## config.mk

```make
export PLATFORM = sky130hd
export DESIGN_NAME = iea_core
export DESIGN_NICKNAME = d
export VERILOG_FILES = /design/src/iea_pkg.sv /design/src/iea_core.sv
export VERILOG_INCLUDE_DIRS = /design/src
export SDC_FILE = /design/constraint.sdc
export NUM_CORES = 1
export LEC_CHECK = 0
export BUFFER_PORTS_ARGS = -buffer_cell sky130_fd_sc_hd__clkbuf_2
export CAP_MARGIN = 10
export CELL_PAD_IN_SITES_DETAIL_PLACEMENT = 1
export CELL_PAD_IN_SITES_GLOBAL_PLACEMENT = 1
export CORE_MARGIN = 4
export CORE_UTILIZATION = 35
export DETAILED_ROUTE_END_ITERATION = 7
export GPL_ROUTABILITY_DRIVEN = 0
export HOLD_SLACK_MARGIN = 0.08
export PLACE_DENSITY = 0.68
export SLEW_MARGIN = 0
export SYNTH_ARGS = -nofsm -noshare
export SYNTH_HDL_FRONTEND = slang
export SYNTH_SLANG_ARGS = --single-unit
export TNS_END_PERCENT = 5
```

## constraint.sdc

```tcl
create_clock -name sys_clk -period 14.25 [get_ports sys_clk]
set_input_delay 2.85 -clock sys_clk [delete_from_list [all_inputs] [get_ports sys_clk]]
set_output_delay 2.85 -clock sys_clk [all_outputs]
set_load 0.005 [all_outputs]
```

## src/iea_defines.svh

```systemverilog
// Offsets, field positions, reset values and cycle counts of the execute unit.
// Assumes a 32-bit Wishbone data path with byte addresses on eight address bits.
`ifndef IEA_DEFINES_SVH
`define IEA_DEFINES_SVH
// Register byte offsets
`define IEA_REG_CMD     8'h00
`define IEA_REG_CTRL    8'h04
`define IEA_REG_ACC     8'h08
`define IEA_REG_FLAGS   8'h0C
`define IEA_REG_PC      8'h10
`define IEA_REG_TBL     8'h14
`define IEA_REG_WDOG    8'h18
`define IEA_REG_STACK   8'h1C
`define IEA_DMEM_TAG    2'h1
// Command field positions
`define IEA_CMD_M_LSB   8
`define IEA_CMD_BIT_LSB 12
`define IEA_CMD_ARG_LSB 16
`define IEA_TBL_PG_LSB  16
// Flag bit positions
`define IEA_FLG_C       0
`define IEA_FLG_AUX     1
`define IEA_FLG_Z       2
`define IEA_FLG_OV      3
`define IEA_FLG_SGN     4
`define IEA_FLG_TO      5
`define IEA_FLG_PD      6
// Reset values
`define IEA_RST_BYTE    8'h00
`define IEA_RST_FLAG    1'b0
// Cycle counts
`define IEA_CYC_SHORT   2'h1
`define IEA_CYC_BASE    2'h2
`define IEA_CYC_SKIP    2'h3
`define IEA_CYC_TABLE   2'h3
`define IEA_CYC_PC_LOW  2'h3
`define IEA_CYC_CALL    2'h2
// Data address that mirrors the program counter low byte
`define IEA_PC_LOW_ADDR 4'hF
// Decimal adjust limits
`define IEA_BCD_MAX     4'h9
`define IEA_BCD_FIX     4'h6
// Watchdog prescaler terminal count
`define IEA_WDOG_PRESC  8'hFF
`endif

```

## src/iea_pkg.sv

```systemverilog
// Types shared by the execute unit: operation codes and sequencer states.
// Assumes nothing beyond a SystemVerilog compiler.
package iea_pkg;
  // Operation codes, numbered in declaration order from zero
  typedef enum logic [5:0] {
    op_nop, op_add, add_to_mem_op, op_add_carry, add_carry_to_mem_op, op_add_imm,
    op_and, and_to_mem_op, op_and_imm, op_call, op_clear, op_clear_bit,
    op_clear_wdog, complement_op, complement_to_acc_op, decimal_adjust_op,
    decrement_op, decrement_to_acc_op, op_halt, op_skip_zero, ext_skip_zero_move_op,
    op_skip_nonzero, op_skip_bit_zero, op_skip_bit_one, ext_incr_skip_zero_op,
    ext_decr_skip_zero_op, op_incr_skip_acc, op_decr_skip_acc,
    ext_table_read_page_op, ext_table_read_last_op, ext_incr_table_read_op,
    op_incr_table_last, op_set, op_swap, ext_nibble_swap_acc_op
  } iea_op_t;
  // Sequencer states
  typedef enum logic [1:0] {st_idle, st_exec, st_halt} iea_state_t;
endpackage

```

## src/iea_core.sv

```systemverilog
// Execute unit of an 8-bit core: ALU, skips, table reads, call, halt, watchdog.
// Assumes a classic Wishbone master and a program memory with registered output.
//
// Register access over Wishbone and the register offsets were decided locally.
`timescale 1ns/1ps
`include "iea_defines.svh"

module iea_core
  import iea_pkg::*;
#(
  parameter int PC_W  = 12,  // Program counter width
  parameter int DM_AW = 4,   // Data address width
  parameter int STK_D = 8,   // Return stack depth
  parameter int WD_W  = 8    // Watchdog counter width
) (
  // Clock and reset
  input  wire logic             sys_clk,
  input  wire logic             rst,
  // Wishbone slave
  input  wire logic             wb_cyc,
  input  wire logic             wb_stb,
  input  wire logic             wb_we,
  input  wire logic [7:0]       wb_adr,
  input  wire logic [31:0]      wb_wdata,
  input  wire logic [3:0]       wb_sel,
  output logic      [31:0]      wb_rdata,
  output logic                  wb_ack,
  // Program memory read port
  output logic      [PC_W-1:0]  pm_addr,
  input  wire logic [15:0]      pm_rdata,
  // Power control
  input  wire logic             wake_req,
  output logic                  clk_run
);

  localparam int PG_W  = PC_W - 8;          // Table page width
  localparam int DM_N  = (1 << DM_AW) - 1;  // Array bytes; top address is PC low
  localparam int SP_W  = $clog2(STK_D);

  // Architectural state
  logic [7:0]       acc_reg;               // Accumulator
  logic             carry_flag_reg;        // Carry
  logic             aux_carry_flag_reg;    // Carry out of bit 3
  logic             zero_flag_reg;         // Zero
  logic             overflow_flag_reg;     // Signed overflow
  logic             signed_compare_flag_reg; // Overflow xor sign
  logic             timeout_flag_reg;      // Watchdog expired
  logic             powerdown_flag_reg;    // Halt entered
  logic [PC_W-1:0]  pc_reg;                // Program counter
  logic [7:0]       table_pointer_reg;     // Table pointer
  logic [PG_W-1:0]  table_page_reg;        // Selected table page
  logic [7:0]       table_high_byte_reg;   // High byte of last table word
  logic [7:0]       dmem [0:DM_N-1];       // Data memory
  logic [PC_W-1:0]  stack_mem [0:STK_D-1]; // Return stack
  logic [SP_W-1:0]  sp_reg;                // Stack pointer
  logic [WD_W-1:0]  watchdog_counter_reg;  // Watchdog count
  logic [7:0]       presc_reg;             // Watchdog prescaler

  // Sequencer and latched command
  iea_state_t       state_reg;
  logic [1:0]       cnt_reg;               // Cycle within instruction
  iea_op_t          op_reg;
  logic [DM_AW-1:0] m_reg;                 // Operand address
  logic [2:0]       bit_reg;               // Bit select
  logic [15:0]      arg_reg;               // Immediate or call target
  logic             skip_reg;              // Last instruction skipped
  logic [PC_W-1:0]  pm_addr_reg;

  // Bus
  logic             ack_reg;
  logic [31:0]      rdata_reg;
  logic [31:0]      rdata_next;

  // Decode results
  logic [7:0]       res;
  logic             wr_acc, wr_mem, upd_z, upd_arith, upd_c, skip;
  logic             do_call, do_tbl, do_clrwd, do_halt;
  logic [1:0]       need;

  // Bus decode; writes land on the edge that raises ack
  logic             bus_req, bus_wr, idle, wr_ok, issue, wake;
  logic             hit_dm;
  logic [DM_AW-1:0] dm_idx;
  iea_op_t          iss_op;
  logic             iss_incr, iss_last;
  logic [7:0]       tp_use;

  assign bus_req  = wb_cyc & wb_stb & ~ack_reg;
  assign bus_wr   = bus_req & wb_we;
  assign idle     = (state_reg == st_idle);
  // Writes outside idle are acked but dropped, except the CTRL wake bit, so operands stay stable
  assign wr_ok    = bus_wr & wb_sel[0] & idle;
  assign issue    = wr_ok & (wb_adr == `IEA_REG_CMD);
  assign hit_dm   = (wb_adr[7:6] == `IEA_DMEM_TAG) & (wb_adr[1:0] == 2'h0);
  assign dm_idx   = wb_adr[DM_AW+1:2];
  assign wake     = wake_req | (bus_wr & wb_sel[0] & wb_wdata[0] & (wb_adr == `IEA_REG_CTRL));
  assign iss_op   = iea_op_t'(wb_wdata[5:0]);
  assign iss_incr = iss_op inside {ext_incr_table_read_op, op_incr_table_last};
  assign iss_last = iss_op inside {ext_table_read_last_op, op_incr_table_last};
  assign tp_use   = iss_incr ? table_pointer_reg + 8'h01 : table_pointer_reg;

  // Operand and arithmetic terms
  logic [7:0] mem_b, opnd;
  logic       cin, zero_b, lo_adj, hi_adj, to_pc_low, done;
  logic [8:0] sum9;
  logic [4:0] lo5;
  logic [7:0] bcd_res;

  assign mem_b   = (m_reg == `IEA_PC_LOW_ADDR) ? pc_reg[7:0] : dmem[m_reg];
  assign opnd    = (op_reg inside {op_add_imm, op_and_imm}) ? arg_reg[7:0] : mem_b;
  assign cin     = (op_reg inside {op_add_carry, add_carry_to_mem_op}) & carry_flag_reg;
  assign sum9    = {1'b0, acc_reg} + {1'b0, opnd} + {8'h00, cin};
  assign lo5     = {1'b0, acc_reg[3:0]} + {1'b0, opnd[3:0]} + {4'h0, cin};
  assign zero_b  = (mem_b == 8'h00);
  assign lo_adj  = (acc_reg[3:0] > `IEA_BCD_MAX) | aux_carry_flag_reg;
  assign hi_adj  = (acc_reg[7:4] > `IEA_BCD_MAX) | carry_flag_reg;
  assign bcd_res = acc_reg + {(hi_adj ? `IEA_BCD_FIX : 4'h0), (lo_adj ? `IEA_BCD_FIX : 4'h0)};

  // Operation decode from the latched command
  always_comb begin
    res       = 8'h00;
    wr_acc    = 1'b0;
    wr_mem    = 1'b0;
    upd_z     = 1'b0;
    upd_arith = 1'b0;
    upd_c     = 1'b0;
    skip      = 1'b0;
    do_call   = 1'b0;
    do_tbl    = 1'b0;
    do_clrwd  = 1'b0;
    do_halt   = 1'b0;
    need      = `IEA_CYC_BASE;
    case (op_reg)
      op_add, op_add_carry, op_add_imm: begin
        res       = sum9[7:0];
        wr_acc    = 1'b1;
        upd_arith = 1'b1;
        if (op_reg == op_add_imm) begin
          need = `IEA_CYC_SHORT;                   // Immediate form is single cycle
        end
      end
      add_to_mem_op, add_carry_to_mem_op: begin
        res       = sum9[7:0];
        wr_mem    = 1'b1;
        upd_arith = 1'b1;
      end
      op_and, op_and_imm: begin
        res    = acc_reg & opnd;
        wr_acc = 1'b1;
        upd_z  = 1'b1;
        if (op_reg == op_and_imm) begin
          need = `IEA_CYC_SHORT;
        end
      end
      and_to_mem_op: begin
        res    = acc_reg & mem_b;
        wr_mem = 1'b1;
        upd_z  = 1'b1;
      end
      op_call: begin
        do_call = 1'b1;
        need    = `IEA_CYC_CALL;
      end
      op_clear: begin
        res    = 8'h00;
        wr_mem = 1'b1;
      end
      op_clear_bit: begin
        res    = mem_b & ~(8'h01 << bit_reg);
        wr_mem = 1'b1;
      end
      op_set: begin
        res    = 8'hFF;
        wr_mem = 1'b1;
      end
      op_swap, ext_nibble_swap_acc_op: begin
        res    = {mem_b[3:0], mem_b[7:4]};
        wr_mem = (op_reg == op_swap);
        wr_acc = (op_reg == ext_nibble_swap_acc_op);
      end
      op_clear_wdog: begin
        do_clrwd = 1'b1;
        need     = `IEA_CYC_SHORT;
      end
      complement_op, complement_to_acc_op: begin
        res    = ~mem_b;
        wr_mem = (op_reg == complement_op);
        wr_acc = (op_reg == complement_to_acc_op);
        upd_z  = 1'b1;
      end
      decimal_adjust_op: begin
        res    = bcd_res;
        wr_mem = 1'b1;
        upd_c  = 1'b1;
      end
      decrement_op, decrement_to_acc_op: begin
        res    = mem_b - 8'h01;
        wr_mem = (op_reg == decrement_op);
        wr_acc = (op_reg == decrement_to_acc_op);
        upd_z  = 1'b1;
      end
      op_halt: begin
        do_halt = 1'b1;
        need    = `IEA_CYC_SHORT;
      end
      op_skip_zero: begin
        skip = zero_b;
      end
      ext_skip_zero_move_op: begin
        res    = mem_b;
        wr_acc = 1'b1;
        skip   = zero_b;
      end
      op_skip_nonzero: begin
        skip = ~zero_b;
      end
      op_skip_bit_zero: begin
        skip = ~mem_b[bit_reg];
      end
      op_skip_bit_one: begin
        skip = mem_b[bit_reg];
      end
      ext_incr_skip_zero_op, op_incr_skip_acc: begin
        res    = mem_b + 8'h01;
        wr_mem = (op_reg == ext_incr_skip_zero_op);
        wr_acc = (op_reg == op_incr_skip_acc);
        skip   = (res == 8'h00);
      end
      ext_decr_skip_zero_op, op_decr_skip_acc: begin
        res    = mem_b - 8'h01;
        wr_mem = (op_reg == ext_decr_skip_zero_op);
        wr_acc = (op_reg == op_decr_skip_acc);
        skip   = (res == 8'h00);
      end
      ext_table_read_page_op, ext_table_read_last_op, ext_incr_table_read_op, op_incr_table_last: begin
        res    = pm_rdata[7:0];
        wr_mem = 1'b1;
        do_tbl = 1'b1;
        need   = `IEA_CYC_TABLE;
      end
      default: begin
        need = `IEA_CYC_SHORT;                      // No operation
      end
    endcase
    if (skip) begin
      need = `IEA_CYC_SKIP;
    end
    if (wr_mem && (m_reg == `IEA_PC_LOW_ADDR)) begin
      need = `IEA_CYC_PC_LOW;
    end
  end

  assign to_pc_low = wr_mem & (m_reg == `IEA_PC_LOW_ADDR);
  // Commit on the last cycle of the instruction
  assign done      = (state_reg == st_exec) && (cnt_reg == need);

  // Sequencer
  always_ff @(posedge sys_clk) begin
    if (rst) begin
      state_reg <= st_idle;
      cnt_reg   <= 2'h0;
    end else begin
      case (state_reg)
        st_idle: begin
          if (issue) begin
            state_reg <= st_exec;
            cnt_reg   <= 2'h1;
          end
        end
        st_exec: begin
          if (done) begin
            state_reg <= do_halt ? st_halt : st_idle;
            cnt_reg   <= 2'h0;
          end else begin
            cnt_reg <= cnt_reg + 2'h1;
          end
        end
        st_halt: begin
          if (wake) begin
            state_reg <= st_idle;
          end
        end
        default: begin
          state_reg <= st_idle;
        end
      endcase
    end
  end

  // Command latch
  always_ff @(posedge sys_clk) begin
    if (rst) begin
      op_reg  <= op_nop;
      m_reg   <= '0;
      bit_reg <= 3'h0;
      arg_reg <= 16'h0000;
    end else if (issue) begin
      op_reg  <= iss_op;
      m_reg   <= wb_wdata[`IEA_CMD_M_LSB +: DM_AW];
      bit_reg <= wb_wdata[`IEA_CMD_BIT_LSB +: 3];
      arg_reg <= wb_wdata[`IEA_CMD_ARG_LSB +: 16];
    end
  end

  // Accumulator
  always_ff @(posedge sys_clk) begin
    if (rst) begin
      acc_reg <= `IEA_RST_BYTE;
    end else if (wr_ok && (wb_adr == `IEA_REG_ACC)) begin
      acc_reg <= wb_wdata[7:0];
    end else if (done && wr_acc) begin
      acc_reg <= res;
    end
  end

  // Arithmetic flags
  always_ff @(posedge sys_clk) begin
    if (rst) begin
      carry_flag_reg          <= `IEA_RST_FLAG;
      aux_carry_flag_reg      <= `IEA_RST_FLAG;
      zero_flag_reg           <= `IEA_RST_FLAG;
      overflow_flag_reg       <= `IEA_RST_FLAG;
      signed_compare_flag_reg <= `IEA_RST_FLAG;
    end else if (wr_ok && (wb_adr == `IEA_REG_FLAGS)) begin
      carry_flag_reg          <= wb_wdata[`IEA_FLG_C];
      aux_carry_flag_reg      <= wb_wdata[`IEA_FLG_AUX];
      zero_flag_reg           <= wb_wdata[`IEA_FLG_Z];
      overflow_flag_reg       <= wb_wdata[`IEA_FLG_OV];
      signed_compare_flag_reg <= wb_wdata[`IEA_FLG_SGN];
    end else if (done) begin
      if (upd_arith) begin
        carry_flag_reg          <= sum9[8];
        aux_carry_flag_reg      <= lo5[4];
        overflow_flag_reg       <= (acc_reg[7] == opnd[7]) & (sum9[7] != acc_reg[7]);
        signed_compare_flag_reg <= ((acc_reg[7] == opnd[7]) & (sum9[7] != acc_reg[7])) ^ sum9[7];
      end
      if (upd_arith || upd_z) begin
        zero_flag_reg <= (res == 8'h00);
      end
      if (upd_c) begin
        carry_flag_reg <= hi_adj;
      end
    end
  end

  // Watchdog; a timeout in the clearing cycle still sets its flag
  logic wd_tick, wd_expire, wd_clear;
  assign wd_tick   = (presc_reg == `IEA_WDOG_PRESC) && (state_reg != st_halt);
  assign wd_expire = wd_tick && (watchdog_counter_reg == {WD_W{1'b1}});
  assign wd_clear  = done && (do_clrwd || do_halt);

  always_ff @(posedge sys_clk) begin
    if (rst || wd_clear) begin
      presc_reg            <= 8'h00;
      watchdog_counter_reg <= '0;
    end else if (state_reg != st_halt) begin
      presc_reg <= wd_tick ? 8'h00 : presc_reg + 8'h01;
      if (wd_tick) begin
        watchdog_counter_reg <= watchdog_counter_reg + 1'b1;
      end
    end
  end

  // Timeout and powerdown flags
  always_ff @(posedge sys_clk) begin
    if (rst) begin
      timeout_flag_reg   <= `IEA_RST_FLAG;
      powerdown_flag_reg <= `IEA_RST_FLAG;
    end else begin
      if (done && do_clrwd) begin
        timeout_flag_reg   <= 1'b0;
        powerdown_flag_reg <= 1'b0;
      end
      if (done && do_halt) begin
        timeout_flag_reg   <= 1'b0;
        powerdown_flag_reg <= 1'b1;
      end
      if (wd_expire) begin
        timeout_flag_reg <= 1'b1;
      end
    end
  end

  // System clock enable; data and registers hold while it is low
  always_ff @(posedge sys_clk) begin
    if (rst) begin
      clk_run <= 1'b1;
    end else if (done && do_halt) begin
      clk_run <= 1'b0;
    end else if ((state_reg == st_halt) && wake) begin
      clk_run <= 1'b1;
    end
  end

  // Data memory; the top address lands in the program counter instead
  always_ff @(posedge sys_clk) begin
    if (wr_ok && hit_dm && (dm_idx != `IEA_PC_LOW_ADDR)) begin
      dmem[dm_idx] <= wb_wdata[7:0];
    end else if (done && wr_mem && !to_pc_low) begin
      dmem[m_reg] <= res;
    end
  end

  // Program counter
  always_ff @(posedge sys_clk) begin
    if (rst) begin
      pc_reg <= '0;
    end else if (wr_ok && (wb_adr == `IEA_REG_PC)) begin
      pc_reg <= wb_wdata[PC_W-1:0];
    end else if (wr_ok && hit_dm && (dm_idx == `IEA_PC_LOW_ADDR)) begin
      pc_reg[7:0] <= wb_wdata[7:0];
    end else if (done) begin
      if (do_call) begin
        pc_reg <= arg_reg[PC_W-1:0];
      end else if (to_pc_low) begin
        pc_reg <= {pc_reg[PC_W-1:8], res};
      end else begin
        pc_reg <= pc_reg + PC_W'(1) + PC_W'(skip);
      end
    end
  end

  // Return stack; wraps when full
  always_ff @(posedge sys_clk) begin
    if (rst) begin
      sp_reg <= '0;
    end else if (done && do_call) begin
      stack_mem[sp_reg] <= pc_reg + PC_W'(1);
      sp_reg            <= sp_reg + 1'b1;
    end
  end

  // Skip status
  always_ff @(posedge sys_clk) begin
    if (rst) begin
      skip_reg <= 1'b0;
    end else if (done) begin
      skip_reg <= skip;
    end
  end

  // Table pointer, page, high byte and program memory address
  always_ff @(posedge sys_clk) begin
    if (rst) begin
      table_pointer_reg   <= `IEA_RST_BYTE;
      table_page_reg      <= '0;
      table_high_byte_reg <= `IEA_RST_BYTE;
      pm_addr_reg         <= '0;
    end else begin
      if (wr_ok && (wb_adr == `IEA_REG_TBL)) begin
        table_pointer_reg <= wb_wdata[7:0];
        if (wb_sel[2]) begin
          table_page_reg <= wb_wdata[`IEA_TBL_PG_LSB +: PG_W];
        end
      end
      if (issue) begin
        table_pointer_reg <= tp_use;
        pm_addr_reg       <= {(iss_last ? {PG_W{1'b1}} : table_page_reg), tp_use};
      end
      if (done && do_tbl) begin
        table_high_byte_reg <= pm_rdata[15:8];
      end
    end
  end

  assign pm_addr = pm_addr_reg;

  // Read mux; unmapped addresses read zero
  always_comb begin
    rdata_next = 32'h0000_0000;
    if (hit_dm) begin
      rdata_next[7:0] = (dm_idx == `IEA_PC_LOW_ADDR) ? pc_reg[7:0] : dmem[dm_idx];
    end else begin
      case (wb_adr)
        `IEA_REG_CMD:   rdata_next = {arg_reg, 1'b0, bit_reg, 4'(m_reg), 2'h0, op_reg};
        `IEA_REG_CTRL:  rdata_next = {29'h0, skip_reg, (state_reg == st_halt), (state_reg == st_exec)};
        `IEA_REG_ACC:   rdata_next[7:0] = acc_reg;
        `IEA_REG_FLAGS: rdata_next[6:0] = {powerdown_flag_reg, timeout_flag_reg, signed_compare_flag_reg,
                                           overflow_flag_reg, zero_flag_reg, aux_carry_flag_reg, carry_flag_reg};
        `IEA_REG_PC:    rdata_next[PC_W-1:0] = pc_reg;
        `IEA_REG_TBL:   rdata_next = {8'h00, 8'(table_page_reg), table_high_byte_reg, table_pointer_reg};
        `IEA_REG_WDOG:  rdata_next[WD_W-1:0] = watchdog_counter_reg;
        `IEA_REG_STACK: rdata_next = {8'(sp_reg), 8'h00, 16'(stack_mem[sp_reg - 1'b1])};
        default:        rdata_next = 32'h0000_0000;
      endcase
    end
  end

  // Ack one cycle after the request, dropped the cycle after
  always_ff @(posedge sys_clk) begin
    if (rst) begin
      ack_reg   <= 1'b0;
      rdata_reg <= 32'h0000_0000;
    end else begin
      ack_reg <= bus_req;
      if (bus_req) begin
        rdata_reg <= rdata_next;
      end
    end
  end

  assign wb_ack   = ack_reg;
  assign wb_rdata = rdata_reg;

endmodule

```

-- Word-level counts from Yosys, hierarchy flattened
Memory sizes are Yosys's and may differ from the RTL's. A register that Yosys moved wholly into a read port is not among the register bits.
Index checks and enable logic that the tools add are counted.
- output and inout port bits: 46
- memories kept: 2
- logic and storage cells: 288
- input port bits: 66
- bits in writable memories: 216
- register bits after elaboration: 146
- memory list (memory ; depth ; width ; rd ports ; clocked after memory_dff ; wr ports ; line ; source):
    dmem ; 15 ; 8 ; 2 ; 1 ; 1 ; iea_core.sv:53 ; logic [7:0] dmem [0:DM_N-1];
    stack_mem ; 8 ; 12 ; 1 ; 0 ; 1 ; iea_core.sv:54 ; logic [PC_W-1:0] stack_mem [0:STK_D-1];
- bitwise gates (word level): 24
- mux-type cells: 84
- order comparisons: 3
- $add $sub $neg: 15
- equality and inequality tests: 61
- reduce and logical (&&, ||, !) cells: 71
- shift operators: 1
- operators with widths (cell ; count):
    equality test 6 x 5 -> 1 bit, second input constant ; 19
    2-to-1 mux 8 bit ; 12
    one-hot mux 8 bit (12 select lines) ; 1
    one-hot mux 20 bit (3 select lines) ; 1
    one-hot mux 7 bit (8 select lines) ; 1
    equality test 6 x 4 -> 1 bit, second input constant ; 8
    2-to-1 mux 12 bit ; 4
    logical NOT 8 bit ; 5
    2-to-1 mux 1 bit ; 39
    adder 8 x 1 -> 8 bit, second input constant ; 4
    equality test 8 x 5 -> 1 bit, second input constant ; 4
    nonzero test 2 bit ; 13
    AND 8 bit ; 3
    equality test 6 x 3 -> 1 bit, second input constant ; 4
    2-to-1 mux 24 bit ; 1
    OR reduction 23 bit ; 1
    logical AND 1 bit ; 20
    2-to-1 mux 4 bit ; 5
    equality test 6 bit, second input constant ; 3
    2-to-1 mux 2 bit ; 9
    one-hot mux 1 bit (6 select lines) ; 3
    equality test 8 x 4 -> 1 bit, second input constant ; 2
    equality test 8 bit, second input constant ; 2
    NOT 8 bit ; 2
    other kinds (52) ; 93

-- Logic depth before layout (Yosys ltp)
Gate-level depths: netlist of the first run.
- word-level depth: 17
- mapped depth: 26
- mapped depth without buffers: 22

-- Worst setup path after synthesis of the first run
No wires, ideal clock.
- path kind: input -> register
- start point: in wb_adr[2]
- end point: reg rdata_reg[0] (netlist: wb_rdata[0])
- stages on the path: 9
- arrival time: 5.331 ns
- path buffers: 3
- path slack: 8.788 ns
- setup time: 0.131 ns
- required time: 14.119 ns
- cells stage by stage: clkbuf_1 clkbuf_1 clkbuf_1 mux2i_1 o21ai_0 mux4_2 a21oi_1 o2111a_1 nor3_1
- cells in the longest elaborated chain, start to end: 3
- elaborated cells on any way between the ends: 13
- classes of those cells: 8 x eq/ne; 3 x mux; 1 x reduce/logical; 1 x memory
- ends and longest elaborated chain (what ; line ; source):
    from (decl) ; iea_core.sv:23 ; input wire logic [7:0] wb_adr,
    memory read (15 x 8 bit), or another cell as far along ; n/a ;
    2-to-1 mux 8 bit / one-hot mux 7 bit (8 select lines) (equally long branches) ; iea_core.sv:472, iea_core.sv:474 ;
    2-to-1 mux 8 bit (*) ; iea_core.sv:471 ; if (hit_dm) begin
    to (signal assigned) ; iea_core.sv:497 ; rdata_reg <= rdata_next;
    to (decl) ; iea_core.sv:71 ; logic [31:0] rdata_reg;
Every way passes the cells marked *; elsewhere a longest branch is shown, timed or not.
A chain may end at the register's enable or synchronous reset.

==> results of run 1 <==
==> worst paths after layout <==
kind / slack (ns) / cells past startpoint / to / startpoint
setup reg to reg: 7.58 / 14 / dmem[7][7]$_DFFE_PP_ / flop
setup / recovery: 7.58 / 14 / dmem[7][7]$_DFFE_PP_ / flop
hold / removal: 0.46 / 2 / arg_reg[14]$_SDFFE_PP0P_ / arg_reg[14]$_SDFFE_PP0P_
hold reg to reg: 0.46 / 2 / arg_reg[14]$_SDFFE_PP0P_ / arg_reg[14]$_SDFFE_PP0P_
==> cells in the final DEF, fill, tap and decap left out, types with 10 or more instances in the layout <==
cell / count
buf_4: 52
nand3_1: 35
nand3b_1: 14
nor2b_1: 16
a22oi_1: 23
o21ai_0: 78
dfxtp_1: 148
mux2_2: 14
inv_1: 34
or3_1: 16
o22ai_1: 15
clkbuf_16: 43
a31oi_1: 11
nand4_1: 35
o32ai_1: 17
ha_1: 23
and2_1: 15
clkbuf_2: 107
mux4_2: 62
edfxtp_1: 216
and3_1: 13
a211oi_1: 23
nor2_1: 158
or2_2: 10
mux2i_1: 66
a21oi_1: 106
xnor2_1: 23
o211ai_1: 18
a221oi_1: 27
xor2_1: 32
nor3_1: 68
nand2_1: 182
nand2b_1: 28
==> cells by family after synthesis <==
group	Yosys count
compound gates	416
xor+xnor	55
fa+ha+maj	26
buf+inv	175
flops	366
mux	152
simple gates	641
==> Yosys cell counts (all sizes together) (11+ instances only) <==
cell / count
mux2: 18
o22ai: 15
nand4: 35
a211oi: 24
dfxtp: 150
edfxtp: 216
or3: 16
ha: 23
nand3b: 14
and3: 13
o32ai: 20
nand3: 36
o21ai: 80
nor4: 15
mux2i: 66
nand2b: 28
a21oi: 106
nand2: 184
nor3: 71
clkbuf: 99
xor2: 32
or2: 15
mux4: 68
a22oi: 23
nor2: 164
a221oi: 27
a31oi: 11
and2: 16
o211ai: 18
xnor2: 23
buf: 40
inv: 35
nor2b: 16
==> stage by stage <==
step           hold slack (ns)  setup WS, ns
3_5_place_dp             0.449          7.46
6_report                 0.458          7.58
4_1_cts                  0.457          7.74
3_3_place_gp             0.444          7.51
2_1_floorplan            0.436          8.79
5_1_grt                  0.480          7.40
==> metal layers <==
metal,GRT usage [%],part of all wire [%],wire (µm)
met1,30.3,42,29300
met2,36.4,46,32200
met3,5.81,7.8,5500
met4,9.22,4.5,3150
met5,0,0,0
==> final cells by class <==
cell class / instances / area share [%]
Antenna cell: 2 / 0.0225
Clock buffer: 53 / 5.14
Clock inverter: 26 / 1.44
Inverter: 36 / 0.613
Multi-Input combinational cell: 1290 / 41.8
Sequential cell: 366 / 42.6
Tap cell: 748 / 4.20
Timing Repair Buffer: 159 / 4.16
==> worst max-delay path: cells and delay by family (launching register included) <==
kind / cells / cell delay (ns)
AO/OA/AOI/OAI: 6 / 3.25
AND/OR/NAND/NOR: 5 / 1.55
buffers and inverters: 3 / 1.11
flip-flops: 1 / 0.31
==> power groups by stage <==
stage | Sequential (µW) | Combinational (µW) | Clock (µW)
3_3_place_gp | 1150 | 84.6 | 0
6_report | 1120 | 87.7 | 1160
2_1_floorplan | 1140 | 47.5 | 0
5_1_grt | 1120 | 93.9 | 1230
3_5_place_dp | 1150 | 87.1 | 0
4_1_cts | 1120 | 87.7 | 1180
==> impl_metrics.py, run 1 <==
metrics = {
    "power_and_ir_drop": {
        "pwr_density_cell_nw_per_um2": 106,
        "totalPowerFinal_uw": 2370,
        "power.static_leakage_uw": 0.00750,
        "vdd_drop_max_uv": 83.1,
        "combPwrFrac_pct": 3.7,
        "p_clk_share_pct": 48.9,
        "p_int_uw": 1850,
        "switching_share_pct": 22.0,
        "p_sw_uw": 521,
        "seq_power_share_pct": 47.4,
    },
    "sta": {
        "setup_tns_ns": 0,
        "slew-limit-headroom_pct": 21.4,
        "final-hold-violation-count": 0,
        "skew_ns": 0.0176,
        "worstMarginPinSlew_ns": 1.17,
        "rsz0062_at_grt": "no",
        "finalSetupViolations": 0,
        "period_needed_ns": 6.67,
        "max_freq_mhz": 150,
        "drv_slew": 0,
        "finalCritPeriodShare_pct": 46.8,
    },
    "drt": {
        "final_antenna_net_count": 0,
        "wl_per_cell_um": 26.2,
        "dr.pass1.iters": 5,
        "drt_drc_violations_left": 0,
        "drt_iter0_drc": 1464,
        "num_vias": 16000,
        "via_per_inst": 5.97,
        "routed_wl_um": 70100,
    },
    "global_route": {
        "track_usage_pct": 23.0,
        "antenna_found_initial": 4,
        "first_global_vias": 16300,
        "globalRoute.totalOverflow": 0,
        "grt_max_degree": 78,
        "grt_pass1_wl_um": 105000,
    },
    "finish": {
        "largest_reg_flops": 120,
        "multi_input_area_um2": 9300,
        "seqCellArea_um2": 9490,
        "fin_util_pct": 40.4,
        "top_register": "dmem",
        "postLayoutCellArea_um2": 22300,
        "fillerInstances": 6129,
        "drive_gt1_share_pct": 17.9,
        "area_growth_pct": 14.4,
        "nNetsFinal": 1988,
        "fin_cells": 2680,
    },
    "synthesis": {
        "synth-seq-cells": 366,
        "ys.flop_type": "edfxtp_1",
        "synth_edf_count": 216,
        "synthAdderAreaFrac_pct": 1.79,
        "ys_seq_area_share_pct": 48.7,
        "synth_cell_types": 91,
        "synth_area_leaders": "edfxtp_1 33%, dfxtp_1 15%, mux4_2 7.2%, nand2_1 3.5%, mux2i_1 3.4%",
        "synth_area_leader_cell": "edfxtp_1",
        "ys_warn_count": 0,
        "yosys-mux-area-fraction_pct": 12.4,
        "syn_area_um2": 19500,
        "synth-xor-area-share_pct": 2.47,
        "synth_compound_gate_area_share_pct": 14.6,
        "synth_top_area_share_pct": 33.3,
        "synthCells": 1831,
        "async_flop_share_pct": 0,
        "synth_top_family_by_area": "simple AND/OR/NAND/NOR gates",
        "synth_nets": 1923,
        "avgSynthCellArea_um2": 10.6,
        "synth-simple-area-share_pct": 16.0,
    },
    "setup_path": {
        "end_kind": "flop",
        "worstPathRequired_ns": 14.43,
        "worstPathCellList": "buf_4, inv_1, o32ai_1, o32ai_1, a41oi_2, nand2_1, or4_1, a2111o_1, nand3b_1, o21a_1, or2_1, buf_4, nand3_2, o31ai_2",
        "slowest_stage": "o31ai_2",
        "slowest_delay_ns": 1.09,
        "cp-start-kind": "flop",
        "path_max_fanout": 33,
        "worstPathArrival_ns": 6.85,
        "path_class": "reg2reg",
    },
    "run": {
        "cap_violations": 0,
    },
    "run_status": {
        "status": "complete, no violations",
    },
    "floorplan": {
        "design.core.area_um2": 55100,
        "rows": 86,
        "die_w_um": 244,
        "die-area_um2": 59500,
        "ios": 112,
        "die_h_um": 244,
        "start_util_pct": 35.3,
    },
    "placed_design": {
        "port_buffers": 108,
        "hpwl_um": 49600,
        "postPlaceCellArea_um2": 20800,
        "post-place-cells": 2599,
    },
    "clock_tree": {
        "h-tree-depth": 2,
        "post_cts_buffers": 0,
        "hold_buffers": 0,
        "cts_root_buffer": "clkbuf_16",
        "clock_latency_ns": 0.58,
        "cts_tree": "yes",
        "cts_buffers": 43,
        "post_cts_resized": 0,
        "clockBufferDepth": 3,
        "cts.clk_slew.worst_paths_ns": 0.06,
        "cts_sinks": 366,
    },
    "min_path": {
        "hold_class": "reg2reg",
    },
}
Note: power is estimated with default switching activity, not from simulation.
==> run 2: changes to the inputs <==
ABC_AREA = 1   (was unset)
PLACE_DENSITY = 0.74   (was 0.68)
clock period = 5.98 ns   (was 14.25 ns; I/O delays follow)
==> run 2 against run 1 <==
  * Via count rose by 18%
  * Count of clock-buffer cells in the layout up 1
  * Combinational power rose by 130%
  * Clock skew rose by 0.025 ns
  * Hold slack better by 0.0025 ns
  * Design area increased by 0.64%
  * Register-to-register slack lost 6.7 ns
  * Synthesized area is 0.43% higher
  * Non-clock buffer count grew 18
  * Sequential cell count stayed put
  * Setup slack lost 6.7 ns
  * Critical path depth rose by 10
  * Highest routed layer is now met5
==> impl_metrics.py, run 2 <==
metrics = {
    "run_status": {
        "status": "complete, no violations",
    },
    "synthesis": {
        "synth_area_leader_cell": "edfxtp_1",
        "synth_top_area_share_pct": 33.2,
        "synth_area_leaders": "edfxtp_1 33%, dfxtp_1 15%, nand2_1 11%, nand3_1 5.0%, o21ai_0 4.9%",
        "synthCells": 2424,
        "yosys-mux-area-fraction_pct": 0,
        "synth-xor-area-share_pct": 1.25,
        "synth-seq-cells": 366,
        "synth_top_family_by_area": "simple AND/OR/NAND/NOR gates",
        "synth.most_common_cell": "nand2_1",
        "syn_area_um2": 19600,
        "synth_compound_gate_area_share_pct": 16.4,
        "ys.flop_type": "edfxtp_1",
        "synth_nets": 2516,
        "synth_cell_types": 62,
        "avgSynthCellArea_um2": 8.07,
        "synth-simple-area-share_pct": 24.8,
        "synthAdderAreaFrac_pct": 1.78,
        "ys_seq_area_share_pct": 48.5,
        "async_flop_share_pct": 0,
        "ys_top_cells_by_count": "547 x nand2_1, 248 x nor2_1, 221 x inv_1, 216 x edfxtp_1, 194 x nand3_1",
        "synth_edf_count": 216,
        "ys_warn_count": 0,
    },
    "floorplan": {
        "die_h_um": 244,
        "ios": 112,
        "design.core.area_um2": 55200,
        "start_util_pct": 35.4,
        "rows": 86,
        "die_w_um": 244,
        "die-area_um2": 59700,
    },
    "clock_tree": {
        "post_cts_buffers": 0,
        "hold_buffers": 0,
        "cts_tree": "yes",
        "post_cts_resized": 0,
        "clockBufferDepth": 3,
        "h-tree-depth": 2,
        "cts_sinks": 366,
        "cts.clk_slew.worst_paths_ns": 0.06,
        "cts_buffers": 42,
        "clock_latency_ns": 0.60,
        "cts_root_buffer": "clkbuf_16",
    },
    "setup_path": {
        "worstSetupStartpoint": "op_reg[0]$_SDFFE_PP0P_",
        "crit_path_frequent_cell": "nand2_1",
        "regToRegSetupSlack_ns": 0.86,
        "path_class": "reg2reg",
        "worstSetupEndpoint": "dmem[11][6]$_DFFE_PP_",
        "worstPathRequired_ns": 6.28,
        "slowest_stage": "dfxtp_1",
        "path_max_fanout": 15,
        "timing.reg2reg.worst_path_depth": 24,
        "crit_cells": 24,
        "worstPathCellList": "nand2_1, nor2_1, nand2_1, nand2_1, inv_1, o21ai_0, fa_1, inv_1, fa_1, nor2_1, o21ai_0, nand2_1, nand2_1, inv_1, o21ai_0, nand2_1, nand2_1, nand2_1, o22ai_1, nor2_1, nand3_1, inv_1, o21ai_1, buf_4",
        "path_buf_inv": 5,
        "cp-start-kind": "flop",
        "worstPathArrival_ns": 5.42,
        "critPathTopFamily": "simple AND/OR/NAND/NOR gates",
        "slowest_delay_ns": 0.69,
        "r2r_end": "dmem[11][6]$_DFFE_PP_",
        "end_kind": "flop",
        "r2r-start": "op_reg[0]$_SDFFE_PP0P_",
    },
    "global_route": {
        "grt_pass1_wl_um": 116000,
        "first_global_vias": 19500,
        "globalRoute.totalOverflow": 0,
        "track_usage_pct": 25.0,
        "antenna_found_initial": 3,
        "grt_max_degree": 62,
    },
    "run": {
        "cap_violations": 0,
    },
    "finish": {
        "area_growth_pct": 14.6,
        "fillerInstances": 6631,
        "fin_util_pct": 40.6,
        "postLayoutCellArea_um2": 22400,
        "layout_common_cells": "547 x nand2_1, 246 x nor2_1, 220 x inv_1",
        "nNetsFinal": 2639,
        "final_common_cell": "nand2_1",
        "top_register": "dmem",
        "largest_reg_flops": 120,
        "drive_gt1_share_pct": 13.0,
    },
    "sta": {
        "slew-limit-headroom_pct": 9.79,
        "final-hold-violation-count": 0,
        "worstMarginPinSlew_ns": 1.32,
        "layout_setup_ws_ns": 0.859,
        "rsz0062_at_grt": "no",
        "skew_ns": 0.0422,
        "period_needed_ns": 5.12,
        "holdWs_ns": 0.460,
        "max_freq_mhz": 195,
        "finalCritPeriodShare_pct": 85.6,
        "drv_slew": 0,
        "setup_tns_ns": 0,
        "finalSetupViolations": 0,
    },
    "drt": {
        "wl_per_cell_um": 22.9,
        "routed_wl_um": 76400,
        "drt_iter0_drc": 1696,
        "drt_drc_violations_left": 0,
        "num_vias": 18900,
        "dr.pass1.iters": 6,
        "via_per_inst": 5.67,
        "final_antenna_net_count": 0,
    },
    "power_and_ir_drop": {
        "pwr_density_cell_nw_per_um2": 240,
        "vdd_drop_max_uv": 185,
        "power.static_leakage_uw": 0.00868,
    },
    "placed_design": {
        "postPlaceCellArea_um2": 21000,
        "port_buffers": 108,
        "hpwl_um": 54800,
        "pre_cts_slack_ns": 0.930,
    },
    "min_path": {
        "hold_class": "reg2reg",
    },
}
## run 2: changes by cell type after synthesis, moves of 61 or more
cell,change
inv_1,+187
mux2i_1,-66
nor2_1,+88
mux4_2,-62
nand3_1,+159
o21ai_0,+115
nand2_1,+364
a21oi_1,+61
## run 2: power breakdown
group | internal [µW] | switching (µW)
logic | 55.7 | 145
registers | 2660 | 4.00
clock network | 1410 | 1110
## run 2: worst min path at each step
stage	from	endpoint	slack (ns)	depth (start not counted)
6_report	table_high_byte_reg[3]$_SDFFE_PP0P_	table_high_byte_reg[3]$_SDFFE_PP0P_	0.46	2
5_1_grt	signed_compare_flag_reg$_SDFFE_PP0P_	signed_compare_flag_reg$_SDFFE_PP0P_	0.49	2
4_1_cts	table_high_byte_reg[3]$_SDFFE_PP0P_	table_high_byte_reg[3]$_SDFFE_PP0P_	0.46	2
3_5_place_dp	table_high_byte_reg[3]$_SDFFE_PP0P_	table_high_byte_reg[3]$_SDFFE_PP0P_	0.45	2
3_3_place_gp	table_high_byte_reg[3]$_SDFFE_PP0P_	table_high_byte_reg[3]$_SDFFE_PP0P_	0.44	2
2_1_floorplan	table_high_byte_reg[3]$_SDFFE_PP0P_	table_high_byte_reg[3]$_SDFFE_PP0P_	0.42	2
## run 2: worst min-delay path, delay by kind of cell, from the launching register on
| family | cells | cell delay (ns) |
|---|---|---|
| AOI/OAI and AO/OA | 1 | 0.06 |
| DFF | 1 | 0.30 |
| buffers and inverters | 1 | 0.06 |
## run 2: metal layers
metal / GRT usage (%) / wire [µm] / vias to the layer above
li1: - / - / 8568
met1: 32.6 / 31800 / 9418
met2: 42.4 / 36600 / 710
met3: 3.51 / 5200 / 186
met4: 8.96 / 2730 / 2
met5: 0 / 7 / -
## run 2: cells by family after synthesis
kind of cell	after synthesis
simple gates	1117
flops	366
xor+xnor	28
compound gates	543
fa+ha+maj	26
buf+inv	344
## run 2: through the flow
stage / std cells / total power [µW]
floorplan: 2424 / 2810
detailed placement: 3247 / 2910
finish: 3329 / 5380
global placement: 3247 / 2910
CTS: 3324 / 5410
global route: 3328 / 5540
## run 2: layout make-up
cell class / count / area (µm²) / area share, %
Sequential cell: 366 / 9490 / 42.4
Clock buffer: 54 / 1110 / 4.94
Timing Repair Buffer: 177 / 1070 / 4.77
Clock inverter: 23 / 225 / 1.01
Tap cell: 748 / 936 / 4.18
Inverter: 246 / 928 / 4.14
Antenna cell: 1 / 2.50 / 0.0112
Multi-Input combinational cell: 1714 / 8650 / 38.6
